$ cat src/pkg/uhe_pkg.sv
// Purpose: shared constants and types of the usb host endpoint control block
// Assumes: 40 MHz system clock, registers reached over axi4-lite
// Notes:   register indices are word indices; byte address is four times the index
package uhe_pkg;
    localparam int unsigned CLK_MHZ   = 40;
    localparam int unsigned DISC_NS   = 2500;
    localparam int unsigned DISC_CYC  = (DISC_NS * CLK_MHZ + 999) / 1000;
    localparam int unsigned FRAME_US  = 1000;
    localparam int unsigned FRAME_CYC = FRAME_US * CLK_MHZ;

    localparam logic [5:0] IDX_PORT   = 6'h01;
    localparam logic [5:0] IDX_MODE   = 6'h0d;
    localparam logic [5:0] IDX_RXADDR = 6'h18;
    localparam logic [5:0] IDX_TXADDR = 6'h1c;
    localparam logic [5:0] IDX_AUX    = 6'h26;
    localparam logic [5:0] IDX_TOKEN  = 6'h28;
    localparam logic [5:0] IDX_RXCTRL = 6'h2a;
    localparam logic [5:0] IDX_TXLEN  = 6'h2c;
    localparam logic [5:0] IDX_TXCTRL = 6'h2e;
    localparam logic [5:0] IDX_STATUS = 6'h30;
    localparam logic [5:0] IDX_RXCNT  = 6'h31;

    localparam int unsigned PORT_PD_DIS = 7;
    localparam int unsigned PORT_DP     = 5;
    localparam int unsigned PORT_DM     = 4;
    localparam int unsigned PORT_SLOW   = 2;
    localparam int unsigned PORT_BUSRST = 1;
    localparam int unsigned PORT_EN     = 0;
    localparam int unsigned MODE_TX_EN  = 6;
    localparam int unsigned MODE_TX_DBL = 4;
    localparam int unsigned MODE_RX_EN  = 3;
    localparam int unsigned MODE_RX_DBL = 0;
    localparam int unsigned AUX_PRE     = 7;
    localparam int unsigned AUX_SOF     = 6;
    localparam int unsigned CTRL_RTOG   = 7;
    localparam int unsigned CTRL_TTOG   = 6;
    localparam int unsigned CTRL_AUTO   = 4;
    localparam int unsigned CTRL_RNOHS  = 2;
    localparam int unsigned CTRL_TNOHS  = 0;
    localparam int unsigned STAT_DONE   = 7;
    localparam int unsigned STAT_TOGOK  = 6;
    localparam int unsigned ADDR_BITS   = 15;

    localparam logic [14:0] BUF_STEP   = 15'h0040;
    localparam logic [3:0]  PID_OUT    = 4'h1;
    localparam logic [3:0]  PID_IN     = 4'h9;
    localparam logic [3:0]  PID_DATA0  = 4'h3;
    localparam logic [3:0]  PID_DATA1  = 4'hb;
    localparam logic [3:0]  PID_ACK    = 4'h2;
    localparam logic [3:0]  PID_NONE   = 4'h0;
    localparam logic [1:0]  RESP_OKAY  = 2'h0;
    localparam logic [1:0]  RESP_SLV   = 2'h2;

    typedef enum logic {ENG_IDLE, ENG_BUSY} uhe_eng_type;
endpackage

$ cat src/verilog/uhe_host_ctrl.sv
// Purpose: host port and host endpoint pair control behind an axi4-lite register file
// Assumes: a packet engine on the same clock runs the usb wire protocol for us
// Notes:   one transaction at a time; a token write launches it
// Summary of operation
// [RULE1] port register bit 5 shows d+ level
// [RULE2] port register bit 4 shows d- level
// [RULE3] bit 2 picks low or full speed
// [RULE4] bit 1 forces bus reset until cleared
// [RULE5] bit 0 enables port; disconnect clears it
// [RULE6] setup and out only with transmit enabled
// [RULE7] transmit buffer single, or double by toggle
// [RULE8] receive buffer single, or double by toggle
// [RULE9] software gives aligned addresses; low 15 used
// [RULE10] preamble bit makes engine send pre pid
// [RULE11] sof bit enables automatic frame starts
// [RULE12] token register holds pid and endpoint
// [RULE13] in data checked against expected toggle
// [RULE14] receive auto flip after good reception
// [RULE15] in transactions answered with ack unless disabled
// [RULE16] software loads transmit length before launch
// [RULE17] outgoing data pid follows transmit toggle
// [RULE18] transmit auto flip after good transmission
// [RULE19] setup and out await ack unless disabled
// [RULE20] every transaction sets done and handshake pid
// [RULE21] receive count and toggle match recorded
// [RULE22] software drops data with toggle mismatch
// [RULE23] bit 7 disables pull-downs, resets set
// [RULE24] token write launches one transaction
//
// The address map and the AXI4-Lite interface to the registers were chosen for this implementation.
`timescale 1ns/1ps
`default_nettype none
module uhe_host_ctrl #(
    parameter int unsigned FRAME_CYCLES = uhe_pkg::FRAME_CYC
) (
    input  wire logic        aclk,
    input  wire logic        aresetn,
    input  wire logic [7:0]  s_axi_awaddr,
    input  wire logic        s_axi_awvalid,
    output logic             s_axi_awready,
    input  wire logic [31:0] s_axi_wdata,
    input  wire logic [3:0]  s_axi_wstrb,
    input  wire logic        s_axi_wvalid,
    output logic             s_axi_wready,
    output logic [1:0]       s_axi_bresp,
    output logic             s_axi_bvalid,
    input  wire logic        s_axi_bready,
    input  wire logic [7:0]  s_axi_araddr,
    input  wire logic        s_axi_arvalid,
    output logic             s_axi_arready,
    output logic [31:0]      s_axi_rdata,
    output logic [1:0]       s_axi_rresp,
    output logic             s_axi_rvalid,
    input  wire logic        s_axi_rready,
    input  wire logic        dplus_line_level,
    input  wire logic        dminus_line_level,
    output logic             pulldown_enable,
    output logic             force_bus_reset,
    output logic             root_port_enable,
    output logic             port_slow_speed_select,
    output logic             preamble_enable,
    output logic             frame_start_request,
    output logic             xact_start,
    output logic [3:0]       xact_token_pid,
    output logic [3:0]       xact_endpoint,
    output logic [3:0]       xact_data_pid,
    output logic [14:0]      xact_buffer_address,
    output logic [7:0]       xact_length,
    output logic             xact_expect_handshake,
    output logic             xact_send_ack,
    input  wire logic        xact_done,
    input  wire logic [3:0]  xact_handshake_pid,
    input  wire logic [3:0]  xact_rx_data_pid,
    input  wire logic [7:0]  xact_rx_count
);
    typedef struct packed {
        logic        dp_s1, dp_s2, dm_s1, dm_s2;
        logic        pd_dis, slow, bus_rst, port_en;
        logic        tx_en, tx_dbl, rx_en, rx_dbl;
        logic [15:0] rx_addr, tx_addr;
        logic        pre, sof_en;
        logic [7:0]  token;
        logic        rx_tog, rx_auto, rx_nohs;
        logic [7:0]  tx_len;
        logic        tx_tog, tx_auto, tx_nohs;
        logic        done, tog_ok;
        logic [3:0]  hs_pid;
        logic [7:0]  rx_count;
        uhe_pkg::uhe_eng_type eng;
        logic        start, is_in, sof_pulse;
        logic [3:0]  data_pid;
        logic [14:0] buf_addr;
        logic [15:0] frame_cnt;
        logic [7:0]  se0_cnt;
        logic        bvalid, rvalid;
        logic [1:0]  bresp, rresp;
        logic [31:0] rdata;
    } uhe_state_type;

    uhe_state_type q;
    uhe_state_type next_q;

    function automatic logic token_is_in(input logic [7:0] tok);
        return tok[7:4] == uhe_pkg::PID_IN;
    endfunction

    function automatic logic [14:0] pick_buffer(input logic [15:0] base,
                                                input logic dbl, input logic tog);
        // upper address bit is ignored, alignment is software's duty
        return base[uhe_pkg::ADDR_BITS-1:0] + ((dbl && tog) ? uhe_pkg::BUF_STEP : 15'h0000); // RULE9
    endfunction

    logic       wr_go;
    logic       rd_go;
    logic [5:0] wr_idx;
    logic [5:0] rd_idx;
    logic [7:0] wb;
    logic       tx_ok;

    assign wr_go         = s_axi_awvalid && s_axi_wvalid && !q.bvalid;
    assign rd_go         = s_axi_arvalid && !q.rvalid;
    assign s_axi_awready = wr_go;
    assign s_axi_wready  = wr_go;
    assign s_axi_arready = rd_go;
    assign wr_idx        = s_axi_awaddr[7:2];
    assign rd_idx        = s_axi_araddr[7:2];
    assign wb            = s_axi_wdata[7:0];
    assign tx_ok         = q.tx_nohs || xact_handshake_pid == uhe_pkg::PID_ACK;

    always_comb
    begin
        next_q = q;
        next_q.start = 1'b0;
        next_q.sof_pulse = 1'b0;
        next_q.dp_s1 = dplus_line_level;
        next_q.dp_s2 = q.dp_s1;
        next_q.dm_s1 = dminus_line_level;
        next_q.dm_s2 = q.dm_s1;
        if (q.bvalid && s_axi_bready) next_q.bvalid = 1'b0;
        if (q.rvalid && s_axi_rready) next_q.rvalid = 1'b0;
        if (wr_go)
        begin
            next_q.bvalid = 1'b1;
            next_q.bresp = uhe_pkg::RESP_OKAY;
            case (wr_idx)
                uhe_pkg::IDX_PORT:
                if (s_axi_wstrb[0])
                begin
                    next_q.pd_dis  = wb[uhe_pkg::PORT_PD_DIS];
                    next_q.slow    = wb[uhe_pkg::PORT_SLOW];
                    next_q.bus_rst = wb[uhe_pkg::PORT_BUSRST];
                    next_q.port_en = wb[uhe_pkg::PORT_EN];
                end
                uhe_pkg::IDX_MODE:
                if (s_axi_wstrb[0])
                begin
                    next_q.tx_en  = wb[uhe_pkg::MODE_TX_EN];
                    next_q.tx_dbl = wb[uhe_pkg::MODE_TX_DBL];
                    next_q.rx_en  = wb[uhe_pkg::MODE_RX_EN];
                    next_q.rx_dbl = wb[uhe_pkg::MODE_RX_DBL];
                end
                uhe_pkg::IDX_RXADDR:
                begin
                    if (s_axi_wstrb[0]) next_q.rx_addr[7:0] = wb;
                    if (s_axi_wstrb[1]) next_q.rx_addr[15:8] = s_axi_wdata[15:8];
                end
                uhe_pkg::IDX_TXADDR:
                begin
                    if (s_axi_wstrb[0]) next_q.tx_addr[7:0] = wb;
                    if (s_axi_wstrb[1]) next_q.tx_addr[15:8] = s_axi_wdata[15:8];
                end
                uhe_pkg::IDX_AUX:
                if (s_axi_wstrb[0])
                begin
                    next_q.pre    = wb[uhe_pkg::AUX_PRE];
                    next_q.sof_en = wb[uhe_pkg::AUX_SOF];
                end
                uhe_pkg::IDX_TOKEN:
                // a rewrite while busy is dropped so the running transfer keeps its setup
                if (s_axi_wstrb[0] && q.eng == uhe_pkg::ENG_IDLE)
                begin
                    next_q.token = wb; // RULE12
                    next_q.is_in = token_is_in(wb);
                    if (q.port_en && (token_is_in(wb) ? q.rx_en : q.tx_en)) // RULE6
                    begin
                        next_q.start = 1'b1; // RULE24
                        next_q.eng = uhe_pkg::ENG_BUSY;
                        next_q.data_pid = q.tx_tog ? uhe_pkg::PID_DATA1 : uhe_pkg::PID_DATA0; // RULE17
                        next_q.buf_addr = token_is_in(wb)
                            ? pick_buffer(q.rx_addr, q.rx_dbl, q.rx_tog)  // RULE8
                            : pick_buffer(q.tx_addr, q.tx_dbl, q.tx_tog); // RULE7
                    end
                    else
                    begin
                        next_q.done = 1'b1;
                        next_q.hs_pid = uhe_pkg::PID_NONE;
                    end
                end
                uhe_pkg::IDX_RXCTRL:
                if (s_axi_wstrb[0])
                begin
                    next_q.rx_tog  = wb[uhe_pkg::CTRL_RTOG];
                    next_q.rx_auto = wb[uhe_pkg::CTRL_AUTO];
                    next_q.rx_nohs = wb[uhe_pkg::CTRL_RNOHS];
                end
                uhe_pkg::IDX_TXLEN:
                if (s_axi_wstrb[0])
                begin
                    next_q.tx_len = wb;
                end
                uhe_pkg::IDX_TXCTRL:
                if (s_axi_wstrb[0])
                begin
                    next_q.tx_tog  = wb[uhe_pkg::CTRL_TTOG];
                    next_q.tx_auto = wb[uhe_pkg::CTRL_AUTO];
                    next_q.tx_nohs = wb[uhe_pkg::CTRL_TNOHS];
                end
                uhe_pkg::IDX_STATUS:
                if (s_axi_wstrb[0] && wb[uhe_pkg::STAT_DONE])
                begin
                    next_q.done = 1'b0;
                end
                // receive count is read-only: the write is accepted and dropped
                uhe_pkg::IDX_RXCNT: next_q.bresp = uhe_pkg::RESP_OKAY;
                default:            next_q.bresp = uhe_pkg::RESP_SLV;
            endcase
        end
        // completion comes after software writes so a hardware set wins
        if (xact_done && q.eng == uhe_pkg::ENG_BUSY)
        begin
            next_q.eng = uhe_pkg::ENG_IDLE;
            next_q.done = 1'b1; // RULE20
            next_q.hs_pid = xact_handshake_pid;
            if (q.is_in)
            begin
                next_q.rx_count = xact_rx_count; // RULE21
                next_q.tog_ok = xact_rx_data_pid ==
                    (q.rx_tog ? uhe_pkg::PID_DATA1 : uhe_pkg::PID_DATA0); // RULE13
                if (next_q.tog_ok && q.rx_auto)
                begin
                    next_q.rx_tog = !q.rx_tog; // RULE14
                end
            end
            else if (tx_ok && q.tx_auto)
            begin
                next_q.tx_tog = !q.tx_tog; // RULE18
            end
        end
        // disconnect: both lines low long enough outside a forced reset
        if (q.port_en && !q.bus_rst && !q.dp_s2 && !q.dm_s2)
        begin
            next_q.se0_cnt = q.se0_cnt + 8'h01;
            if (q.se0_cnt == 8'(uhe_pkg::DISC_CYC - 1))
            begin
                next_q.port_en = 1'b0; // RULE5
                next_q.se0_cnt = 8'h00;
            end
        end
        else
        begin
            next_q.se0_cnt = 8'h00;
        end
        if (q.sof_en && q.port_en && !q.bus_rst)
        begin
            next_q.frame_cnt = q.frame_cnt + 16'h0001;
            if (q.frame_cnt == 16'(FRAME_CYCLES - 1))
            begin
                next_q.frame_cnt = 16'h0000;
                next_q.sof_pulse = 1'b1; // RULE11
            end
        end
        else
        begin
            next_q.frame_cnt = 16'h0000;
        end
        if (rd_go)
        begin
            next_q.rvalid = 1'b1;
            next_q.rresp = uhe_pkg::RESP_OKAY;
            next_q.rdata = 32'h0000_0000;
            case (rd_idx)
                uhe_pkg::IDX_PORT:   next_q.rdata[7:0] = {q.pd_dis, 1'b0, q.dp_s2, q.dm_s2,
                                         1'b0, q.slow, q.bus_rst, q.port_en}; // RULE1 RULE2
                uhe_pkg::IDX_MODE:   next_q.rdata[7:0] = {1'b0, q.tx_en, 1'b0, q.tx_dbl,
                                         q.rx_en, 2'b00, q.rx_dbl};
                uhe_pkg::IDX_RXADDR: next_q.rdata[15:0] = q.rx_addr;
                uhe_pkg::IDX_TXADDR: next_q.rdata[15:0] = q.tx_addr;
                uhe_pkg::IDX_AUX:    next_q.rdata[7:0] = {q.pre, q.sof_en, 6'h00};
                uhe_pkg::IDX_TOKEN:  next_q.rdata[7:0] = q.token;
                uhe_pkg::IDX_RXCTRL: next_q.rdata[7:0] = {q.rx_tog, 2'b00, q.rx_auto,
                                         1'b0, q.rx_nohs, 2'b00};
                uhe_pkg::IDX_TXLEN:  next_q.rdata[7:0] = q.tx_len;
                uhe_pkg::IDX_TXCTRL: next_q.rdata[7:0] = {1'b0, q.tx_tog, 1'b0, q.tx_auto,
                                         3'b000, q.tx_nohs};
                uhe_pkg::IDX_STATUS: next_q.rdata[7:0] = {q.done, q.tog_ok, 2'b00, q.hs_pid};
                uhe_pkg::IDX_RXCNT:  next_q.rdata[7:0] = q.rx_count;
                default:             next_q.rresp = uhe_pkg::RESP_SLV;
            endcase
        end
    end

    always_ff @(posedge aclk)
    begin
        if (!aresetn)
        begin
            q <= '0;
            q.pd_dis <= 1'b1; // RULE23
            q.eng <= uhe_pkg::ENG_IDLE;
        end
        else
        begin
            q <= next_q;
        end
    end

    assign s_axi_bvalid           = q.bvalid;
    assign s_axi_bresp            = q.bresp;
    assign s_axi_rvalid           = q.rvalid;
    assign s_axi_rresp            = q.rresp;
    assign s_axi_rdata            = q.rdata;
    assign pulldown_enable        = !q.pd_dis;   // RULE23
    assign force_bus_reset        = q.bus_rst;   // RULE4
    assign root_port_enable       = q.port_en;
    assign port_slow_speed_select = q.slow;      // RULE3
    assign preamble_enable        = q.pre;       // RULE10
    assign frame_start_request    = q.sof_pulse;
    assign xact_start             = q.start;
    assign xact_token_pid         = q.token[7:4];
    assign xact_endpoint          = q.token[3:0];
    assign xact_data_pid          = q.data_pid;
    assign xact_buffer_address    = q.buf_addr;
    assign xact_length            = q.tx_len;    // RULE16
    assign xact_expect_handshake  = !q.tx_nohs;  // RULE19
    assign xact_send_ack          = !q.rx_nohs;  // RULE15
endmodule // uhe_host_ctrl
`default_nettype wire

$ cat config.mk
export PLATFORM = sky130hd
export DESIGN_NAME = uhe_host_ctrl
export DESIGN_NICKNAME = d
export VERILOG_FILES = /design/src/pkg/uhe_pkg.sv /design/src/verilog/uhe_host_ctrl.sv
export SDC_FILE = /design/constraint.sdc
export NUM_CORES = 1
export LEC_CHECK = 0
export BUFFER_PORTS_ARGS = -buffer_cell sky130_fd_sc_hd__buf_2
export CORE_MARGIN = 5
export CORE_UTILIZATION = 50
export CTS_BUF_LIST = sky130_fd_sc_hd__clkbuf_2
export CTS_CLUSTER_SIZE = 25
export DETAILED_ROUTE_END_ITERATION = 8
export PLACE_DENSITY = 0.8
export SETUP_SLACK_MARGIN = 0.02
export SYNTH_ARGS = -nofsm -noshare
export SYNTH_HDL_FRONTEND = slang
export SYNTH_SLANG_ARGS = --single-unit
$ cat constraint.sdc
create_clock -name aclk -period 1.7 [get_ports aclk]
set_clock_uncertainty 0.05 [all_clocks]
set_input_delay 0.255 -clock aclk [delete_from_list [all_inputs] [get_ports aclk]]
set_output_delay 0.255 -clock aclk [all_outputs]
set_load 0.05 [all_outputs]
After elaboration in Yosys (flattened, before gate mapping)
Cells that the tools add are included.
{ "totals": {"reg_bits": 151, "latchBits": 0, "ramBits": 0, "rom_bits": 0, "input_bits": 78, "output_inout_bits": 85, "elab_cells": 198, "mem_count": 0} }
{ "classes": {"n_addsub": 4, "multipliers": 0, "div_mod_pow": 0, "n_lt_le_gt_ge": 0, "n_eq_ne": 31, "shifts": 0, "n_mux": 59, "n_bitwise": 4, "n_reduce_logical": 57} }
{ "op_table": {"columns": ["cell", "count"], "rows": [
  ["$pmux 8 s11", 1],
  ["$eq 6x6->1 const B", 14],
  ["$mux 8", 9],
  ["$mux 62", 1],
  ["$reduce_and 3->1", 11],
  ["$mux 16", 2],
  ["$mux 4", 8],
  ["$add 15x7->15", 2],
  ["$mux 15", 2],
  ["$eq 6x5->1 const B", 4],
  ["$reduce_or 11->1", 2],
  ["$mux 3", 7],
  ["$mux 1", 20],
  ["$logic_and 1x1->1", 18],
  ["$add 16x1->16 const B", 1],
  ["$eq 16x16->1 const B", 1],
  ["$pmux 8 s2", 1],
  ["$mux 7", 2],
  ["$eq 6x1->1 const B", 2],
  ["$eq 6x4->1 const B", 2],
  ["$reduce_and 4->1", 3],
  ["$logic_not 1->1", 10],
  ["$mux 2", 5],
  ["$reduce_bool 2->1", 5],
  ["other kinds (15)", 22]
]} }

Longest topological paths before layout
{ "logic_depth": {"word_depth": 10, "depth_mapped": 8, "depth_no_buf": 8} }

Least setup slack after synthesis
Ideal clock, no wire load.
{ "synth_path": {"path_kind": "register -> register", "start": "register q (netlist bit s_axi_bvalid)", "end": "register q[131] (netlist name)", "setup_ps": 128, "arrival_time_ps": 2102, "required_time_ps": 1522, "slack_ps": -580, "stages_incl_launch_ff": 7, "path_buffers": 0, "synth_period_minus_slack_ps": 2280, "path_cell_list": "dfxtp_1 > nand3b_1 > inv_1 > nand2_1 > nor3_2 > mux2i_1 > nor2_1"} }
{ "synth_via": {"elab_chain_cells": 3} }
{ "synth_rtl": {"columns": ["item", "line", "rtl"], "rows": [
  ["from (decl)", "uhe_host_ctrl.sv:100", "uhe_state_type q;"],
  ["from (signal assigned)", "uhe_host_ctrl.sv:312", "q <= next_q;"],
  ["$logic_not 1->1", "uhe_host_ctrl.sv:120", "assign wr_go = s_axi_awvalid && s_axi_wvalid && !q.bvalid;"],
  ["$logic_and 1x1->1", "uhe_host_ctrl.sv:120", null],
  ["net s_axi_awready", "uhe_host_ctrl.sv:40", "output logic s_axi_awready,"],
  ["$reduce_and 3->1 (no line)", null, null]
]} }
The timed path passes the listed nets, and every way through them passes these cells.
A chain may end at the register's enable or synchronous reset.

Worst setup path after layout
{ "layout_path": {"start": "register q (netlist bit s_axi_bvalid)", "end": "register q[99] (netlist name)"} }
{ "layout_via": {"elab_chain_cells": 3} }
{ "layout_rtl": {"columns": ["item", "line"], "rows": [
  ["$logic_not 1->1", "uhe_host_ctrl.sv:120"],
  ["$logic_and 1x1->1", "uhe_host_ctrl.sv:120"],
  ["$reduce_and 3->1 (no line)", null]
]} }
Every way passes these cells.

==> results.md <==
- The tool flagged a number of max-cap violations equal to 0.
- The minimum setup slack in the final design is -0.319 ns.
- The run finished, with violations left.
- The number of global-route vias before repair is 7229.
- Global routing consumed, on the met1 layer, 33.7% of the routing resources.
- The total routing usage reported by global routing is 28.5%.
- By area, the combinational part of the netlist is dominated by simple AND/OR/NAND/NOR gates.
- The smallest clock period supported by the final layout is computed as 2.02 ns.
- The worst-case reg-to-reg path depth is 9.
- The minimum setup slack after placement is -0.357 ns.
- The worst setup path category is reg -> reg.
- Counting both buffers and inverters, the worst setup path holds a total of 4.
- Sequential elements use 40.7% of the synthesized area.
- The number of cells on the worst hold path is 5.
- The class of the tightest hold or removal check is in -> reg.
- The setup-violating endpoint count in the final report is 94.
- The destination of the worst register-to-register timing path is q[99].
- The biggest cell delay along the critical path is 0.38 ns.
- In this run, the number of DRC markers left after iteration 0 of detailed routing was 937.
- Adding up every negative setup slack in the final design gives -14.60 ns.
- The worst hold slack after final layout is 0.0688 ns.
- The worst-path cell with the longest stage delay is sky130_fd_sc_hd__dfxtp_4.
- In this run the cell area of the synthesized design comes to 7230 um^2.
- The worst slew margin relative to its limit is 64.7%.
- The clock reaches the later pin of the worst-skew pair after 0.76 ns.
- The die is 130 um tall.
- The detailed placement HPWL is 14500 um.
- The critical path crosses 9 cells after its start point.
- Yosys mapped a number of flops with a built-in enable equal to 0.
- In the layout the commonest cells are sky130_fd_sc_hd__nor2_1, sky130_fd_sc_hd__buf_4, sky130_fd_sc_hd__dfxtp_1.
- At the end of routability-driven placement, the weighted congestion stood at 0.938.
- Using the TritonRoute via totals, the vias-per-cell ratio works out to 6.07.
- The final reports fail on negative setup slack.
- In this run the power density over the cells is 642 nW/um^2.
- Clock-pin slew was measured on the worst setup and hold paths at 0.19 ns.
- TritonCTS built the clock tree.
- The global routing stage identified its most utilized layer as met2.
- Counting flops and latches in the post-synthesis netlist gives 147.
- For the pin with the worst max-slew slack, the measured transition is 0.521 ns.
- By instance count, the cell type seen most on the critical path is sky130_fd_sc_hd__buf_6.
- Traced cell by cell, the critical path runs through buf_4 -> buf_6 -> nand4b_4 -> buf_6 -> or2_4 -> buf_6 -> nor2_4 -> mux2i_1 -> nor2_1.
- The average routed wire per standard cell is 21.2 um.
- In this run, the clock network consumes 35.6% of the power.
- The number of different library cells used by synthesis comes to 59.
- The maximum buffer depth of the clock tree is 2.
- Cells fill 73.1% of the core in the end.
- Across all register-to-register paths, the minimum setup slack is -0.32 ns.
- The residual antenna-violating net count after detailed routing is 0.
- The source of the worst register-to-register timing path is s_axi_bvalid.
- The total leakage power is 4.19 nW.
- The final number of hold-violating endpoints is 0.
- CTS built an H-tree with a depth of 4.
- Of the total synthesized cell area, the portion taken by XOR and XNOR cells is 4.36%.
- Summed over all layers, the routed wires come to 26600 um.
- The cell count after synthesis came out at 817.
- The tree built by TritonCTS fans out to 147 sinks.
- The number of placed instances, taps included, is 1120.
- The kind of cell with the highest combined delay on the critical path is simple AND/OR/NAND/NOR gates.
- In the synthesized netlist the dominant register cell turns out to be sky130_fd_sc_hd__dfxtp_1.
- The total number of vias is 7623.
- Input and output buffers added on the ports amount to 121.
- The number of optimization iterations in the first detailed-route pass is 6.
- The largest net degree at the start of global routing is 104.
- The worst setup path is launched from a flop.
- The net count of the finished layout is 1142.
- The required arrival time at the worst endpoint is 2.27 ns.
- Summed over all layers, the global routing overflow is 0.
- Per report_power, the combinational group accounts for 12.8% of the total.
- The global-route wire length before repair is 37500 um.
- In this run, CTS created clock tree buffers numbering 17.
- The final non-filler cell total is 1256.
- The placed standard-cell area is 8290 um^2.
- Cell internal power was estimated by the tool at 4.89 mW.
- The critical path ends at q[99].
- The first element of the critical path is s_axi_bvalid.
- The analysis attributes to net switching a power of 1.85 mW.
- The adder and majority cell fraction of the synthesized area is 1.04%.
- The total area inside the core boundary comes to 14400 um^2.
- The die is 130 um wide.
- The share of synthesized registers carrying an async set or reset is 0%.
- The element type at the critical path end is a flop.
- The synthesized-area fraction occupied by ao, oa, aoi and oai cells is 9.81%.
- The maximum ir drop on the vdd rail is 0.000351 V.
- Of the available clock period, the critical path in the final layout requires 119%.
- The power share of the sequential group is 51.6%.
- The finished cells cover 10500 um^2.
- The design draws 6.75 mW.
- The count of final max-slew check failures came to 0.
- After Yosys synthesis, and, or, nand and nor cells account for 22.8% of the synthesized area.
- The post-route netlist has 42.3% of its cells at a drive strength greater than 1.
- The DRC violation count after routing is 0.
- For met3 alone, demand over resource in global routing was 7.86%.
- The initial standard-cell utilization of the core is 50.3%.
- The fmax is 0.495 GHz.
- The most common cell after layout, fill and taps aside is sky130_fd_sc_hd__nor2_1.
- The initial antenna violation count came to 1.
- The die outline area is 17000 um^2.
- Setup repair after global routing could not meet its margin everywhere.
- After synthesis, the share of cell area in mux cells is 10.4%.
- For the worst setup path, the data arrival time is 2.59 ns.
- In this run the worst path has a maximum fanout of 5.
- The global routing usage on met2 is 46.4%.
- From synthesis to final layout, the design area changed by 45.3%.
- The number of standard-cell rows in the floorplan is 44.
- The switching fraction of total power is 27.4%.
- Yosys printed 0 warnings.
- The number of fill cells is 902.
- The master cell of the clock root buffer is sky130_fd_sc_hd__clkbuf_2.
- The number of top-level pins is 163.
- Each instance of the synthesized netlist takes up on average 8.85 um^2.
[timing repair]
item,4_1_cts,5_1_grt
pin swaps,9,27
gates resized for setup,225,102
gates cloned,3,1
setup endpoints to repair,107,139
hold buffers,50,1
hold endpoints to repair,95,3
buffers inserted,35,21
[worst reg2reg max path: cells and delay by family, from the launching register on]
family	cells	cell delay, ns
buf+inv	4	0.53
flops	1	0.38
mux	1	0.25
simple gates	4	0.70
[registers in the layout, summed over array words and instances, names as in the netlist, 2 cells and up]
name                 cells
s_axi_rdata             16
xact_data_pid            2
xact_token_pid           4
xact_length              8
xact_buffer_address     15
q                       86
xact_endpoint            4
next_q                   2
[cells by family after synthesis]
kind of cell,after synthesis
compound gates,101
flops,147
simple gates,324
other cells,1
buf+inv,127
xor+xnor,36
mux,75
fa+ha+maj,6
[final cells by class]
class	count	area (um^2)	share of cell area, %
Sequential cell	147	3050	29.0
Clock inverter	14	191	1.82
Multi-Input combinational cell	561	3970	37.8
Tap cell	184	230	2.19
Timing Repair Buffer	313	2890	27.5
Antenna cell	1	2.50	0.0238
Clock buffer	18	90.1	0.857
Inverter	18	80.1	0.762
[worst min-delay path by stage]
stage / startpoint / endpoint / slack, ns
6_report: s_axi_awvalid / s_axi_bresp[1] / 0.07
5_1_grt: s_axi_awvalid / s_axi_bresp[1] / 0.05
4_1_cts: s_axi_awvalid / s_axi_bresp[1] / -0.02
3_5_place_dp: next_q[163] / q[163] / 0.37
3_3_place_gp: next_q[163] / q[163] / 0.36
2_1_floorplan: dminus_line_level / next_q[163] / 0.33
[per-layer routing]
layer | up-vias | wire length, um
li1 | 3255 | -
met1 | 3502 | 9140
met2 | 637 | 12400
met3 | 229 | 3030
met4 | 0 | 2040
met5 | - | 0
[synthesized netlist by cell type (all sizes together) (4+ instances only)]
master | count | area (um^2)
dfxtp | 147 | 2940
nor2 | 131 | 502
buf | 85 | 621
mux2i | 71 | 711
nand2 | 60 | 225
a21oi | 29 | 145
nand3 | 26 | 130
clkbuf | 24 | 90.1
nor3 | 19 | 105
xnor2 | 19 | 166
inv | 18 | 67.6
xor2 | 17 | 149
a22oi | 14 | 105
and3 | 14 | 87.6
and2 | 13 | 81.3
o21ai | 13 | 65.1
a221oi | 10 | 87.6
nand4 | 10 | 62.6
a211oi | 8 | 90.1
a32oi | 8 | 70.1
o211ai | 7 | 52.6
ha | 6 | 75.1
nand2b | 6 | 37.5
nor4 | 6 | 67.6
nor4b | 6 | 58.8
a31oi | 5 | 31.3
and4 | 5 | 43.8
or4b | 5 | 53.8
mux2 | 4 | 45.0
or2 | 4 | 25.0
or3 | 4 | 25.0
[power groups by stage]
stage / registers (mW) / clock network [mW] / logic (mW)
2_1_floorplan: 3.57 / 0 / 0.439
3_3_place_gp: 3.56 / 0 / 0.634
3_5_place_dp: 3.56 / 0 / 0.641
4_1_cts: 3.49 / 2.37 / 0.797
5_1_grt: 3.49 / 2.53 / 0.905
6_report: 3.48 / 2.40 / 0.864
Note: power is estimated with default switching activity, not from simulation.
